### src/design/ofd_pkg.sv
// Function
// - s:w 01 takes two immediate bytes
// - s:w 11 sign-extends one immediate byte
// - count origin: 0 gives one, 1 count_low_byte
// - repeat bit compared against zero_flag
// - direction bit 1 to register, 0 from
// - size bit 1 word, 0 byte
// - form 11 makes locator a register index
// - form 00 has no displacement bytes unless locator is 110
// - form 01 sign-extends one displacement byte
// - form 10 takes two bytes, low first
// - locators 000-011 sum two registers plus displacement
// - locators 100-111 one register plus displacement
// - form 00 locator 110 is direct address
// - displacement precedes immediate after second byte
// - register and segment index mapping
// - status word bit layout, upper four undefined
// - move into code segment is invalid
// - above/below unsigned, greater/less signed
package ofd_pkg;
   localparam int ADDR_W = 8;
   localparam int DATA_W = 32;
   // register byte offsets
   localparam logic [ADDR_W-1:0] OFS_INSN   = 8'h00;
   localparam logic [ADDR_W-1:0] OFS_TAIL   = 8'h04;
   localparam logic [ADDR_W-1:0] OFS_BASE   = 8'h08;
   localparam logic [ADDR_W-1:0] OFS_INDEX  = 8'h0c;
   localparam logic [ADDR_W-1:0] OFS_STATUS = 8'h10;
   localparam logic [ADDR_W-1:0] OFS_CTRL   = 8'h14;
   localparam logic [ADDR_W-1:0] OFS_DECODE = 8'h20;
   localparam logic [ADDR_W-1:0] OFS_ADDR   = 8'h24;
   localparam logic [ADDR_W-1:0] OFS_IMM    = 8'h28;
   localparam logic [ADDR_W-1:0] OFS_SEL    = 8'h2c;
   localparam logic [1:0] RESP_OKAY   = 2'h0;
   localparam logic [1:0] RESP_SLVERR = 2'h2;
   // addressing forms
   localparam logic [1:0] MOD_NODISP = 2'h0;
   localparam logic [1:0] MOD_DISP8  = 2'h1;
   localparam logic [1:0] MOD_DISP16 = 2'h2;
   localparam logic [1:0] MOD_REG    = 2'h3;
   localparam logic [2:0] RM_DIRECT  = 3'h6;
   localparam logic [1:0] SW_WORD    = 2'h1;
   localparam logic [1:0] SW_SEXT    = 2'h3;
   localparam logic [7:0] OPC_MOV_SEG = 8'h8e;
   localparam logic [7:0] SHIFT_ONE   = 8'h01;
   // status word bit positions
   localparam int FL_CARRY  = 0;
   localparam int FL_PARITY = 2;
   localparam int FL_HALF   = 4;
   localparam int FL_ZERO   = 6;
   localparam int FL_SIGN   = 7;
   localparam int FL_TRAP   = 8;
   localparam int FL_IF     = 9;
   localparam int FL_DIR    = 10;
   localparam int FL_OVF    = 11;
   localparam logic [15:0] STATUS_MASK = 16'h0fd5;
   // condition groups, low bit of the code inverts
   localparam logic [2:0] CB_OVF  = 3'h0;
   localparam logic [2:0] CB_BLW  = 3'h1;
   localparam logic [2:0] CB_EQ   = 3'h2;
   localparam logic [2:0] CB_BE   = 3'h3;
   localparam logic [2:0] CB_SGN  = 3'h4;
   localparam logic [2:0] CB_PAR  = 3'h5;
   localparam logic [2:0] CB_LESS = 3'h6;
   localparam logic [2:0] CB_LE   = 3'h7;
   typedef enum logic [1:0] {
      extra_segment, code_segment, stack_segment, data_segment
   } ofd_seg_e;
   typedef struct packed {
      logic        valid;
      logic        word_op;
      logic        to_reg;
      logic        reg_mode;
      logic        direct_addr;
      logic [1:0]  disp_len;
      logic [1:0]  imm_len;
      logic [2:0]  reg_sel;
      logic        reg_high;
      logic [2:0]  rm_sel;
      logic        rm_high;
      ofd_seg_e    seg;
      logic        rep_continue;
      logic        cond_true;
      logic [7:0]  shift_count;
      logic [15:0] location;
      logic [15:0] disp;
      logic [15:0] imm;
   } ofd_dec_s;
endpackage

### src/design/ofd_decoder.sv
// Our own choices: the AXI4-Lite register port and the placing of the registers.
`timescale 1ns/100ps
`default_nettype none
module ofd_decoder
   import ofd_pkg::*;
(
   // clock and reset
   input  wire logic              sys_clk,
   input  wire logic              rst,
   // axi4-lite write
   input  wire logic [ADDR_W-1:0] s_axi_awaddr,
   input  wire logic              s_axi_awvalid,
   output logic                   s_axi_awready,
   input  wire logic [DATA_W-1:0] s_axi_wdata,
   input  wire logic [3:0]        s_axi_wstrb,
   input  wire logic              s_axi_wvalid,
   output logic                   s_axi_wready,
   output logic [1:0]             s_axi_bresp,
   output logic                   s_axi_bvalid,
   input  wire logic              s_axi_bready,
   // axi4-lite read
   input  wire logic [ADDR_W-1:0] s_axi_araddr,
   input  wire logic              s_axi_arvalid,
   output logic                   s_axi_arready,
   output logic [DATA_W-1:0]      s_axi_rdata,
   output logic [1:0]             s_axi_rresp,
   output logic                   s_axi_rvalid,
   input  wire logic              s_axi_rready,
   // decoded operand description
   output ofd_dec_s               dec
);
   logic              aw_held, next_aw_held;
   logic              w_held, next_w_held;
   logic [ADDR_W-1:0] aw_addr, next_aw_addr;
   logic [DATA_W-1:0] w_data, next_w_data;
   logic [3:0]        w_strb, next_w_strb;
   logic              next_awready, next_wready;
   logic              next_bvalid, next_arready, next_rvalid;
   logic [1:0]        next_bresp, next_rresp;
   logic [DATA_W-1:0] next_rdata;
   logic              do_write;
   logic [31:0]       insn, next_insn;
   logic [15:0]       tail, next_tail;
   logic [31:0]       base, next_base;
   logic [31:0]       index, next_index;
   logic [15:0]       status, next_status;
   logic [8:0]        ctrl, next_ctrl;
   ofd_dec_s          next_dec;

   function automatic logic [31:0] merge(input logic [31:0] old,
                                         input logic [31:0] data,
                                         input logic [3:0]  strb);
      logic [31:0] r;
      r = old;
      for (int i = 0; i < 4; i++) begin
         if (strb[i]) begin
            r[i*8 +: 8] = data[i*8 +: 8];
         end
      end
      return r;
   endfunction

   // bus slave: address and data taken in either order
   assign do_write = aw_held && w_held && !s_axi_bvalid;

   always_comb begin
      next_aw_held = aw_held;
      next_aw_addr = aw_addr;
      next_w_held  = w_held;
      next_w_data  = w_data;
      next_w_strb  = w_strb;
      next_bvalid  = s_axi_bvalid;
      next_bresp   = s_axi_bresp;
      next_insn    = insn;
      next_tail    = tail;
      next_base    = base;
      next_index   = index;
      next_status  = status;
      next_ctrl    = ctrl;
      if (s_axi_awvalid && s_axi_awready) begin
         next_aw_held = 1'b1;
         next_aw_addr = s_axi_awaddr;
      end
      if (s_axi_wvalid && s_axi_wready) begin
         next_w_held = 1'b1;
         next_w_data = s_axi_wdata;
         next_w_strb = s_axi_wstrb;
      end
      if (s_axi_bvalid && s_axi_bready) begin
         next_bvalid = 1'b0;
      end
      if (do_write) begin
         next_aw_held = 1'b0;
         next_w_held  = 1'b0;
         next_bvalid  = 1'b1;
         next_bresp   = RESP_OKAY;
         unique case (aw_addr)
            OFS_INSN:   next_insn  = merge(insn, w_data, w_strb);
            OFS_TAIL:   next_tail  = 16'(merge({16'h0000, tail}, w_data,
                                               w_strb));
            OFS_BASE:   next_base  = merge(base, w_data, w_strb);
            OFS_INDEX:  next_index = merge(index, w_data, w_strb);
            // undefined status bits never store
            OFS_STATUS: next_status = 16'(merge({16'h0000, status},
                                         w_data, w_strb)) & STATUS_MASK;
            OFS_CTRL:   next_ctrl  = 9'(merge({23'h000000, ctrl},
                                         w_data, w_strb));
            OFS_DECODE, OFS_ADDR, OFS_IMM, OFS_SEL: ;
            default:    next_bresp = RESP_SLVERR;
         endcase
      end
      next_awready = !next_aw_held;
      next_wready  = !next_w_held;
   end

   always_ff @(posedge sys_clk or posedge rst) begin
      if (rst) begin
         aw_held       <= 1'b0;
         aw_addr       <= '0;
         w_held        <= 1'b0;
         w_data        <= '0;
         w_strb        <= '0;
         s_axi_awready <= 1'b1;
         s_axi_wready  <= 1'b1;
         s_axi_bvalid  <= 1'b0;
         s_axi_bresp   <= RESP_OKAY;
         insn          <= '0;
         tail          <= '0;
         base          <= '0;
         index         <= '0;
         status        <= '0;
         ctrl          <= '0;
      end else begin
         aw_held       <= next_aw_held;
         aw_addr       <= next_aw_addr;
         w_held        <= next_w_held;
         w_data        <= next_w_data;
         w_strb        <= next_w_strb;
         s_axi_awready <= next_awready;
         s_axi_wready  <= next_wready;
         s_axi_bvalid  <= next_bvalid;
         s_axi_bresp   <= next_bresp;
         insn          <= next_insn;
         tail          <= next_tail;
         base          <= next_base;
         index         <= next_index;
         status        <= next_status;
         ctrl          <= next_ctrl;
      end
   end

   // read side: data registered on the same edge that takes the address
   always_comb begin
      next_arready = s_axi_arready;
      next_rvalid  = s_axi_rvalid;
      next_rdata   = s_axi_rdata;
      next_rresp   = s_axi_rresp;
      if (s_axi_rvalid && s_axi_rready) begin
         next_rvalid  = 1'b0;
         next_arready = 1'b1;
      end
      if (s_axi_arvalid && s_axi_arready) begin
         next_arready = 1'b0;
         next_rvalid  = 1'b1;
         next_rresp   = RESP_OKAY;
         unique case (s_axi_araddr)
            OFS_INSN:   next_rdata = insn;
            OFS_TAIL:   next_rdata = {16'h0000, tail};
            OFS_BASE:   next_rdata = base;
            OFS_INDEX:  next_rdata = index;
            OFS_STATUS: next_rdata = {16'h0000, status};
            OFS_CTRL:   next_rdata = {23'h000000, ctrl};
            OFS_DECODE: next_rdata = {13'h0000, dec.shift_count,
                                      dec.cond_true, dec.rep_continue,
                                      dec.imm_len, dec.disp_len,
                                      dec.direct_addr, dec.reg_mode,
                                      dec.to_reg, dec.word_op, dec.valid};
            OFS_ADDR:   next_rdata = {dec.disp, dec.location};
            OFS_IMM:    next_rdata = {16'h0000, dec.imm};
            OFS_SEL:    next_rdata = {22'h000000, dec.seg, dec.rm_high,
                                      dec.rm_sel, dec.reg_high,
                                      dec.reg_sel};
            default: begin
               next_rdata = '0;
               next_rresp = RESP_SLVERR;
            end
         endcase
      end
   end

   always_ff @(posedge sys_clk or posedge rst) begin
      if (rst) begin
         s_axi_arready <= 1'b1;
         s_axi_rvalid  <= 1'b0;
         s_axi_rdata   <= '0;
         s_axi_rresp   <= RESP_OKAY;
      end else begin
         s_axi_arready <= next_arready;
         s_axi_rvalid  <= next_rvalid;
         s_axi_rdata   <= next_rdata;
         s_axi_rresp   <= next_rresp;
      end
   end

   // decode of the held instruction bytes
   logic [7:0]  op, modrm;
   logic [1:0]  mode, sw;
   logic [2:0]  rm;
   logic [7:0]  ib [6];
   logic [15:0] base_word, base_pointer, source_index, destination_index;
   logic [7:0]  count_low_byte;
   logic        rep_z;
   logic        cond_raw;
   logic [2:0]  imm_at;

   assign op                = insn[7:0];
   assign modrm             = insn[15:8];
   assign mode              = modrm[7:6];
   assign rm                = modrm[2:0];
   assign sw                = op[1:0];
   assign base_word         = base[15:0];
   assign base_pointer      = base[31:16];
   assign source_index      = index[15:0];
   assign destination_index = index[31:16];
   assign count_low_byte    = ctrl[7:0];
   assign rep_z             = ctrl[8];

   genvar g;
   generate
      for (g = 0; g < 4; g++) begin : g_lo
         assign ib[g] = insn[g*8 +: 8];
      end
      for (g = 0; g < 2; g++) begin : g_hi
         assign ib[g+4] = tail[g*8 +: 8];
      end
   endgenerate

   always_comb begin
      next_dec = '0;
      next_dec.word_op  = op[0];
      next_dec.to_reg   = op[1];
      next_dec.valid    = !(op == OPC_MOV_SEG &&
                            ofd_seg_e'(modrm[4:3]) == code_segment);
      next_dec.reg_sel  = modrm[5:3];
      next_dec.reg_high = !op[0] && modrm[5];
      next_dec.seg      = ofd_seg_e'(modrm[4:3]);
      next_dec.rm_sel   = rm;
      next_dec.reg_mode = (mode == MOD_REG);
      next_dec.rm_high  = next_dec.reg_mode && !op[0] && rm[2];
      next_dec.direct_addr = (mode == MOD_NODISP)
                             && (rm == RM_DIRECT);
      unique case (mode)
         MOD_NODISP: begin
            if (next_dec.direct_addr) begin
               next_dec.disp_len = 2'h2;
               next_dec.disp     = {ib[3], ib[2]};
            end else begin
               next_dec.disp_len = 2'h0;
               next_dec.disp     = 16'h0000;
            end
         end
         MOD_DISP8: begin
            next_dec.disp_len = 2'h1;
            next_dec.disp     = {{8{ib[2][7]}}, ib[2]};
         end
         MOD_DISP16: begin
            next_dec.disp_len = 2'h2;
            next_dec.disp     = {ib[3], ib[2]};
         end
         MOD_REG: begin
            next_dec.disp_len = 2'h0;
            next_dec.disp     = 16'h0000;
         end
      endcase
      // sums drop the carry out of bit 15
      if (next_dec.reg_mode) begin
         next_dec.location = 16'h0000;
      end else if (next_dec.direct_addr) begin
         next_dec.location = next_dec.disp;
      end else begin
         unique case (rm)
            3'h0: next_dec.location = 16'(base_word + source_index
                                      + next_dec.disp);
            3'h1: next_dec.location = 16'(base_word + destination_index
                                      + next_dec.disp);
            3'h2: next_dec.location = 16'(base_pointer + source_index
                                      + next_dec.disp);
            3'h3: next_dec.location = 16'(base_pointer + destination_index
                                      + next_dec.disp);
            3'h4: next_dec.location = 16'(source_index
                                      + next_dec.disp);
            3'h5: next_dec.location = 16'(destination_index
                                      + next_dec.disp);
            3'h6: next_dec.location = 16'(base_pointer + next_dec.disp);
            3'h7: next_dec.location = 16'(base_word + next_dec.disp);
         endcase
      end
      // immediate follows the displacement bytes
      imm_at = 3'(3'h2 + {1'b0, next_dec.disp_len});
      if (sw == SW_WORD) begin
         next_dec.imm_len = 2'h2;
         next_dec.imm     = {ib[imm_at + 3'h1], ib[imm_at]};
      end else if (sw == SW_SEXT) begin
         next_dec.imm_len = 2'h1;
         next_dec.imm     = {{8{ib[imm_at][7]}}, ib[imm_at]};
      end else begin
         next_dec.imm_len = 2'h1;
         next_dec.imm     = {8'h00, ib[imm_at]};
      end
      next_dec.shift_count = op[1] ? count_low_byte : SHIFT_ONE;
      next_dec.rep_continue = (rep_z == status[FL_ZERO]);
      // unsigned groups use carry, signed use sign versus overflow
      unique case (op[3:1])
         CB_OVF:  cond_raw = status[FL_OVF];
         CB_BLW:  cond_raw = status[FL_CARRY];
         CB_EQ:   cond_raw = status[FL_ZERO];
         CB_BE:   cond_raw = status[FL_CARRY] | status[FL_ZERO];
         CB_SGN:  cond_raw = status[FL_SIGN];
         CB_PAR:  cond_raw = status[FL_PARITY];
         CB_LESS: cond_raw = status[FL_SIGN] ^ status[FL_OVF];
         CB_LE:   cond_raw = (status[FL_SIGN] ^ status[FL_OVF])
                             | status[FL_ZERO];
      endcase
      next_dec.cond_true = cond_raw ^ op[0];
   end

   always_ff @(posedge sys_clk or posedge rst) begin
      if (rst) begin
         dec <= '0;
      end else begin
         dec <= next_dec;
      end
   end
endmodule
`default_nettype wire

### config.mk
export PLATFORM = sky130hd
export DESIGN_NAME = ofd_decoder
export DESIGN_NICKNAME = d
export VERILOG_FILES = /design/src/design/ofd_pkg.sv /design/src/design/ofd_decoder.sv
export SDC_FILE = /design/constraint.sdc
export NUM_CORES = 1
export LEC_CHECK = 0
export ABC_AREA = 1
export BUFFER_PORTS_ARGS = -buffer_cell sky130_fd_sc_hd__buf_2
export CAP_MARGIN = 20
export CORE_MARGIN = 1
export CORE_UTILIZATION = 58
export CTS_CLUSTER_SIZE = 20
export DETAILED_ROUTE_END_ITERATION = 7
export PLACE_DENSITY_LB_ADDON = 0.2
export SETUP_SLACK_MARGIN = 0.4
export SYNTH_ARGS = -nofsm -noshare
export SYNTH_HDL_FRONTEND = slang
export SYNTH_SLANG_ARGS = --single-unit
### constraint.sdc
create_clock -name sys_clk -period 10.3 [get_ports sys_clk]
set_input_delay 1.545 -clock sys_clk [delete_from_list [all_inputs] [get_ports sys_clk]]
set_output_delay 1.545 -clock sys_clk [all_outputs]
set_load 0.03 [all_outputs]
After elaboration in Yosys (flattened, before gate mapping). Cells that the tools add are included.

Input port bits: 59. Logic and storage cells: 186. Output and inout port bits: 118. Register bits: 294.

Multiplexer cells: 31. Equal/unequal tests: 40. Add/sub/neg operators: 14. Bitwise operators: 6. Reduce and logical (&&, ||, !) cells: 44. $lt $le $gt $ge: 2.

Operators with widths (number): $pmux W32 S10 (1); $add A16 B16 Y16 (12); $pmux W16 S8 (1); $mux W16 (5); $eq A8 B6 Y1 const B (8); $pmux W16 S4 (1); $reduce_and A3 Y1 (18); $bmux W8 S3 (2); $mux W8 (5); $eq A8 B4 Y1 const B (4); $eq A8 B5 Y1 const B (4); $eq A3 B3 Y1 const B (8); $reduce_or A10 Y1 (2); $eq A8 B3 Y1 const B (2); $logic_not A8 Y1 (2); $eq A3 B2 Y1 const B (4); $logic_and A1 B1 Y1 (12); $mux W1 (10); $eq A8 B8 Y1 const B (1); $ge A4 B4 Y1 const B (2); $mux W2 (4); $not A3 Y4 (2); $pmux W1 S8 (1); $pmux W2 S4 (1); 12 further kinds (25).

Longest topological paths before layout. Gate-level depths: netlist of the first run.

Word-level depth: 11. Gate-level depth with buffers: 26. Depth with buffers taken out: 24.

Worst setup path before layout of the first run. OpenSTA, ideal clock, no wires.

Path kind: reg2reg. Start point: register insn[15]. End point: register dec[41] (netlist bit). Stages on the path, launching flop included: 22. Path buffers: 2. Required time: 10.179 ns. Data arrival time: 3.554 ns. Period minus slack after synthesis: 3.675 ns. Slack: 6.625 ns. Library setup time: 0.121 ns. Cells stage by stage: dfrtp_1 > buf_6 > inv_4 > nand2_1 > clkinv_1 > buf_2 > nor2_2 > nor2_1 > fa_1 > ha_1 > fa_1 > nand2_1 > nand3_1 > nand3_1 > nand2_1 > nand2_1 > nand2_1 > or2_2 > nand3_1 > nand2_1 > nor3_1 > nor2_1.

RTL lines: start: declaration (RTL line ofd_decoder.sv:42) `logic [31:0] insn, next_insn;`; start signal: assignment (RTL line ofd_decoder.sv:143) `insn <= next_insn;`; end signal: assignment (RTL line ofd_decoder.sv:331) `dec <= next_dec;`; end: declaration (RTL line ofd_decoder.sv:30) `output ofd_dec_s dec`.

==> results_dict.tcl, run 1 <==
set metrics [dict create \
    status "finished clean" \
    num-nets-final 2739 \
    setup_violations 0 \
    synth_top_cell_area_share 0.385 \
    num_antenna_cells 0 \
    cts_buffer_depth 3 \
    hold_buffers 0 \
    drtIter0Drc 3065 \
    netSwitchingFraction 0.451 \
    crit_family "simple AND/OR/NAND/NOR gates" \
    worstPathArrival_ps 5900 \
    hpwl_um 57300 \
    pin_count 177 \
    syn_area_sq_um 18700 \
    insertion_delay_ps 560 \
    cts_resized 0 \
    crit_fanout 47 \
    crit_type "register to register" \
    portBuffers 174 \
    grt_pass1_wl_um 111000 \
    maxSlewViolCount 0 \
    drtAntennaViolNets 0 \
    required_ps 10710 \
    syn_area_per_cell_sq_um 7.77 \
    relSlewSlack 0.304 \
    power_density_nw_per_um2 221 \
    drive_above_1_share 0.117 \
    cts_tree "built" \
    die_w_um 181 \
    period_share 0.533 \
    yosysTopAreaCell "dfrtp_1" \
    wl_per_cell_um 25.2 \
    seq_area_frac_synth 0.389 \
    synth-simple-area-share 0.231 \
    rows 65 \
    synth_area_leaders "dfrtp_1 (38%), nand2_1 (14%), o21ai_0 (8.1%)" \
    power_switching_uw 2070 \
    synth_top_family_by_area "simple AND/OR/NAND/NOR gates" \
    track_usage 0.456 \
    numCtsBuffers 29 \
    synthAdderAreaFrac 0.118 \
    cap_violations 0 \
    final_util 0.656 \
    post_cts_buffers 0 \
    cpMaxStageDelayCell "clkinv_1" \
    skew_ps 21.5 \
    h-tree-depth 1 \
    pwr-share-seq 0.388 \
    end_kind "register" \
    ys_async_sr_fraction 1.00 \
    clkTransAtPathRegs_ps 70 \
    final_area_sq_um 20700 \
    gp_congestion 1.12 \
    synth_ff_type "dfrtp_1" \
    synthCells 2402 \
    drt_wl_total_um 74900 \
    yosysUniqueCellTypes 60 \
    die_y_um 181 \
    vdd_drop_max_uv 203 \
    p_leak_uw 0.0106 \
    comb_power_share 0.367 \
    synthXorXnorAreaFrac 0.00657 \
    placed_area_sq_um 19700 \
    setup_tns_ps 0 \
    finalHoldViolCount 0 \
    firstDrtPassIters 8 \
    synth_compound_area_frac 0.179 \
    viasPerCell 6.44 \
    core-area_sq_um 31600 \
    max_stage_delay_ps 700 \
    fmax_mhz 182 \
    syn_to_final_growth_pct 11.1 \
    die_area_sq_um 32900 \
    antenna_found_initial 0 \
    worstMarginPinSlew_ps 1040 \
    grt_max_degree 125 \
    cts.sinks 290 \
    critical_path.most_common_cell "nand2_1" \
    routed-via-count 19099 \
    drcViolationCount 0 \
    synth_edf_count 0 \
    synth.mux.area_fraction 0 \
    hold_slack_ps 477 \
    p_clk_frac 0.245 \
    yosysWarnings 0 \
    period_needed_ps 5490 \
    rsz0062_at_grt "false" \
    hold_class "register to register" \
    worstPathCellList "inv_4 > nand2_1 > buf_4 > clkinv_1 > nor2_2 > nor2_1 > fa_1 > ha_1 > fa_1 > nand2_1 > nand2_1 > and2_1 > nand3_1 > nand4_1 > nand3_1 > nand2_1 > inv_1 > nand3_1 > nand2_1 > a21oi_1" \
    cts-root-buf "clkbuf_16" \
    grt-ovfl-total 0 \
    crit_buf_inv 4 \
    p_total_uw 4590 \
    start_util 0.590 \
    internal-power_uw 2520 \
    synth-seq-cells 290 \
    worst_setup_path_start_kind "register" \
    grt_pass1_vias 17593 \
]
-- per-layer routing --
metal	up-vias	routed length, um	track usage
met4	0	4580	0.219
li1	8246	-	-
met5	-	0	0
met2	1561	29200	0.621
met1	8965	29800	0.658
met3	327	11400	0.141
-- cell usage in the layout, fill, tap and decap left out, types with 6 or more instances in the layout --
master / count
a221oi_1: 30
fa_1: 65
o22ai_1: 14
a31oi_1: 10
o21ai_0: 302
o21ai_1: 29
nand4_1: 15
nor2_4: 6
o2111ai_1: 11
a32o_1: 10
dfrtp_1: 287
a211oi_1: 12
nor3_1: 16
buf_2: 174
o21ai_2: 6
nor2_2: 6
inv_1: 241
xor2_1: 10
clkinv_2: 7
clkbuf_16: 29
o221ai_1: 6
nor2_1: 141
or2_2: 6
inv_2: 17
nand2_1: 703
nand3_1: 117
buf_4: 10
o21a_1: 6
o211ai_1: 6
a21oi_1: 126
ha_1: 72
-- worst register-to-register path, stage by stage (launching register included) --
cell,delay [ps]
dfrtp_1,560
inv_4,90
nand2_1,70
buf_4,390
clkinv_1,710
nor2_2,630
nor2_1,310
fa_1,490
ha_1,300
fa_1,470
nand2_1,100
nand2_1,130
and2_1,240
nand3_1,120
nand4_1,90
nand3_1,110
nand2_1,60
inv_1,80
nand3_1,120
nand2_1,180
a21oi_1,90
-- final timing paths --
kind / start / slack (ps) / endpoint / cells past startpoint
max: insn[15] / 4810 / dec[45] / 20
min: insn[11] / 480 / dec[58] / 0
max reg2reg: insn[15] / 4810 / dec[45] / 20
min reg2reg: insn[11] / 480 / dec[58] / 0
max in group asynchronous: rst / 7930 / s_axi_rdata[26] / 4
min in group asynchronous: rst / 1190 / w_data[10] / 2
-- power groups by stage --
stage / clock network (uW) / registers (uW) / logic, uW
after floorplan: 0 / 1710 / 999
after CTS: 1120 / 1750 / 1620
final: 1120 / 1780 / 1680
after detailed placement: 0 / 1760 / 1610
after global placement: 0 / 1760 / 1590
after global routing: 1160 / 1780 / 1830
-- registers in the layout, summed over array words and instances (netlist names), 4 cells and up --
| name | count |
|---|---|
| dec | 75 |
| base | 32 |
| index | 32 |
| insn | 32 |
| s_axi_rdata | 32 |
| w_data | 32 |
| tail | 16 |
| ctrl | 9 |
| status | 9 |
| aw_addr | 8 |
| w_strb | 4 |
-- cells in the mapped netlist, types with 3 or more instances --
| cell type | instances |
|---|---|
| a221oi_1 | 30 |
| nand3b_1 | 3 |
| nand2_2 | 3 |
| nor3_1 | 16 |
| a21o_1 | 5 |
| inv_2 | 17 |
| a32o_1 | 10 |
| o221ai_1 | 6 |
| o21ai_2 | 6 |
| nor2_4 | 6 |
| a31oi_1 | 10 |
| inv_1 | 242 |
| o21a_1 | 6 |
| buf_4 | 11 |
| xor2_1 | 10 |
| dfstp_2 | 3 |
| nand2_1 | 704 |
| a22o_1 | 4 |
| or2_2 | 6 |
| buf_6 | 10 |
| o2111ai_1 | 11 |
| nand3_1 | 117 |
| o22ai_1 | 14 |
| fa_1 | 65 |
| ha_1 | 72 |
| nand4_1 | 15 |
| o21ai_0 | 302 |
| buf_2 | 25 |
| nor2_2 | 6 |
| a21oi_1 | 126 |
| dfrtp_1 | 287 |
| buf_1 | 3 |
| o211ai_1 | 6 |
| xnor2_1 | 4 |
| o21ai_1 | 29 |
| nor2_1 | 141 |
| clkbuf_1 | 27 |
| a211oi_1 | 12 |
-- through the flow --
stage	cells	setup slack (ps)
floorplan	2403	754
global placement	2912	5060
detailed placement	2912	5030
CTS	2965	5020
global route	2967	4440
finish	2967	4810
-- cell families after synthesis --
group / after synthesis
AND/OR/NAND/NOR: 1034
AO/OA/AOI/OAI: 586
buffers and inverters: 340
flip-flops: 290
adder cells (fa/ha/maj): 137
XOR/XNOR: 14
other: 1
-- final cells by class --
class	instances	area, sq um
repair buffers	186	1000
clock inverters	17	208
multi-input cells	1773	9980
fillers	2750	10900
well taps	402	503
inverters	263	998
flip-flops and latches	290	7260
clock buffers	36	792
No activity file was read; power rests on OpenSTA's default activity.
==> inputs of run 2 (changes only) <==
--- a/config.mk
+++ b/config.mk
@@ -9,7 +9,7 @@
 export BUFFER_PORTS_ARGS = -buffer_cell sky130_fd_sc_hd__buf_2
 export CAP_MARGIN = 20
 export CORE_MARGIN = 1
-export CORE_UTILIZATION = 58
+export CORE_UTILIZATION = 55
 export CTS_CLUSTER_SIZE = 20
 export DETAILED_ROUTE_END_ITERATION = 7
 export PLACE_DENSITY_LB_ADDON = 0.2
==> constraint.sdc (replaced) <==
create_clock -name sys_clk -period 4.9 [get_ports sys_clk]
set_input_delay 0.735 -clock sys_clk [delete_from_list [all_inputs] [get_ports sys_clk]]
set_output_delay 0.735 -clock sys_clk [all_outputs]
set_load 0.03 [all_outputs]
==> run 2 against run 1 <==
Net effect: clock-buffer cell count is 2 higher; sequential cell count stayed put; setup slack worse by 4300 ps; utilization is 3.2 points lower; critical path depth is 4 lower; highest routed layer is now met5; sequential power is 110% higher; the run now ends with DRC left; final cell count is 2.2% higher.
==> results_dict.tcl, run 2 (synthesis gave the netlist of run 1 again) <==
set metrics [dict create \
    status "finished with violations" \
    violations "DRC" \
    cts_tree "built" \
    crit_type "register to register" \
    worst_setup_path_start_kind "register" \
    die_area_sq_um 34700 \
    period_needed_ps 4340 \
    cts.sinks 290 \
    core-area_sq_um 33400 \
    cts-root-buf "clkbuf_16" \
    antenna_found_initial 1 \
    timing.rr.end "dec[39]" \
    regMostFlops "dec" \
    final_area_sq_um 20800 \
    largest_reg_flops 75 \
    period_share 0.886 \
    routed-via-count 18873 \
    gp_congestion 1.10 \
    vdd_drop_max_uv 402 \
    drt_wl_total_um 76200 \
    rows 67 \
    setup_tns_ps 0 \
    h-tree-depth 1 \
    pwr-share-seq 0.393 \
    cap_violations 0 \
    die_y_um 186 \
    wl_per_cell_um 25.2 \
    placed_area_sq_um 19900 \
    drtAntennaViolNets 0 \
    p_clk_frac 0.235 \
    worstMarginPinSlew_ps 1110 \
    grt_max_degree 188 \
    final.setup.worst_slack_ps 560 \
    worstPathArrival_ps 4740 \
    power_density_nw_per_um2 460 \
    finalHoldViolCount 0 \
    p_leak_uw 0.0106 \
    drive_above_1_share 0.122 \
    stdcell_count 3031 \
    clkTransAtPathRegs_ps 70 \
    hold_buffers 0 \
    hold_class "input pin to async pin" \
    pre_cts_ws_ps 701 \
    r2r_cells 16 \
    mostFrequentLayoutCells "nand2_1 (703), o21ai_0 (302), dfrtp_1 (286)" \
    rr_startpoint "insn[9]" \
    rsz0062_at_grt "false" \
    internal-power_uw 5240 \
    relSlewSlack 0.259 \
    r2r_slack_ps 560 \
    start_util 0.558 \
    num-nets-final 2756 \
    insertion_delay_ps 570 \
    die_w_um 186 \
    viasPerCell 6.23 \
    hpwl_um 59200 \
    track_usage 0.441 \
    drcViolationCount 18 \
    power_switching_uw 4340 \
    numCtsBuffers 29 \
    maxSlewViolCount 0 \
    crit_fanout 13 \
    end_kind "register" \
    portBuffers 174 \
    grt-ovfl-total 0 \
    required_ps 5310 \
    setup_violations 0 \
    grt_pass1_vias 17008 \
    layout_commonest_cell "nand2_1" \
    pin_count 177 \
    hold_slack_ps 342 \
    netSwitchingFraction 0.453 \
    drtIter0Drc 2640 \
    grt_pass1_wl_um 109000 \
    syn_to_final_growth_pct 11.7 \
    skew_ps 29.1 \
    cts_buffer_depth 3 \
    fmax_mhz 230 \
    dp.cells 2977 \
    comb_power_share 0.372 \
    firstDrtPassIters 8 \
]
## run 2: cell types whose count changed in the layout (fill, tap and decap cells not counted), sizes merged
| cell | previous run | this run |
|---|---|---|
| bufinv | 4 | 3 |
| clkinv | 10 | 11 |
| clkbuf | 36 | 38 |
| buf | 186 | 203 |
| inv | 263 | 259 |
| diode | 0 | 3 |
## run 2: metrics by stage
| step | total power [uW] | utilization |
|---|---|---|
| floorplan | 5690 | - |
| global placement | 7110 | 0.595 |
| detailed placement | 7170 | 0.595 |
| CTS | 9400 | 0.623 |
| global route | 9980 | 0.623 |
| finish | 9590 | 0.623 |
## run 2: worst max path at each step
stage,from,depth (start not counted),end
2_1_floorplan,rst,1,aw_addr[0]
3_3_place_gp,insn[9],16,dec[39]
6_report,insn[9],16,dec[39]
5_1_grt,insn[9],16,dec[39]
3_5_place_dp,insn[9],19,dec[41]
4_1_cts,insn[9],16,dec[39]
## run 2: metal layers
metal,vias to the layer above,track usage,part of all wire
li1,8270,-,-
met1,8907,0.633,0.41
met2,1436,0.594,0.39
met3,258,0.139,0.15
met4,2,0.225,0.060
met5,-,0,0.00025
## run 2: worst max-delay path, stage by stage, from the launching register on
cell,delay [ps]
dfrtp_1,610
nand3_4,190
a21oi_4,380
nor2_2,160
nor2_1,120
buf_4,180
fa_1,430
ha_1,310
fa_1,530
nand2_1,120
nand3_1,70
nand3_1,90
nand2_1,80
o21ai_0,300
nand3_1,230
o22ai_1,280
a21oi_1,120
## run 2: area by class of cell
| cell class | instances | area [sq um] |
|---|---|---|
| diodes | 3 | 7.51 |
| clock buffers | 38 | 790 |
| clock inverters | 13 | 153 |
| fillers | 3007 | 12600 |
| inverters | 263 | 995 |
| multi-input cells | 1773 | 9980 |
| flip-flops and latches | 290 | 7260 |
| well taps | 448 | 561 |
| repair buffers | 203 | 1100 |
## run 2: power by group through the flow
stage / clock network [uW] / registers, uW / logic [uW]
after floorplan: 0 / 3590 / 2100
after global placement: 0 / 3720 / 3380
after detailed placement: 0 / 3740 / 3430
after CTS: 2250 / 3700 / 3460
after global routing: 2340 / 3780 / 3860
final: 2250 / 3770 / 3570
## run 2: timing repair
| action | 4_1_cts | 5_1_grt |
|---|---|---|
| buffers inserted | 0 | 0 |
| gates resized for setup | 0 | 1 |
| setup endpoints to repair | 0 | 2 |
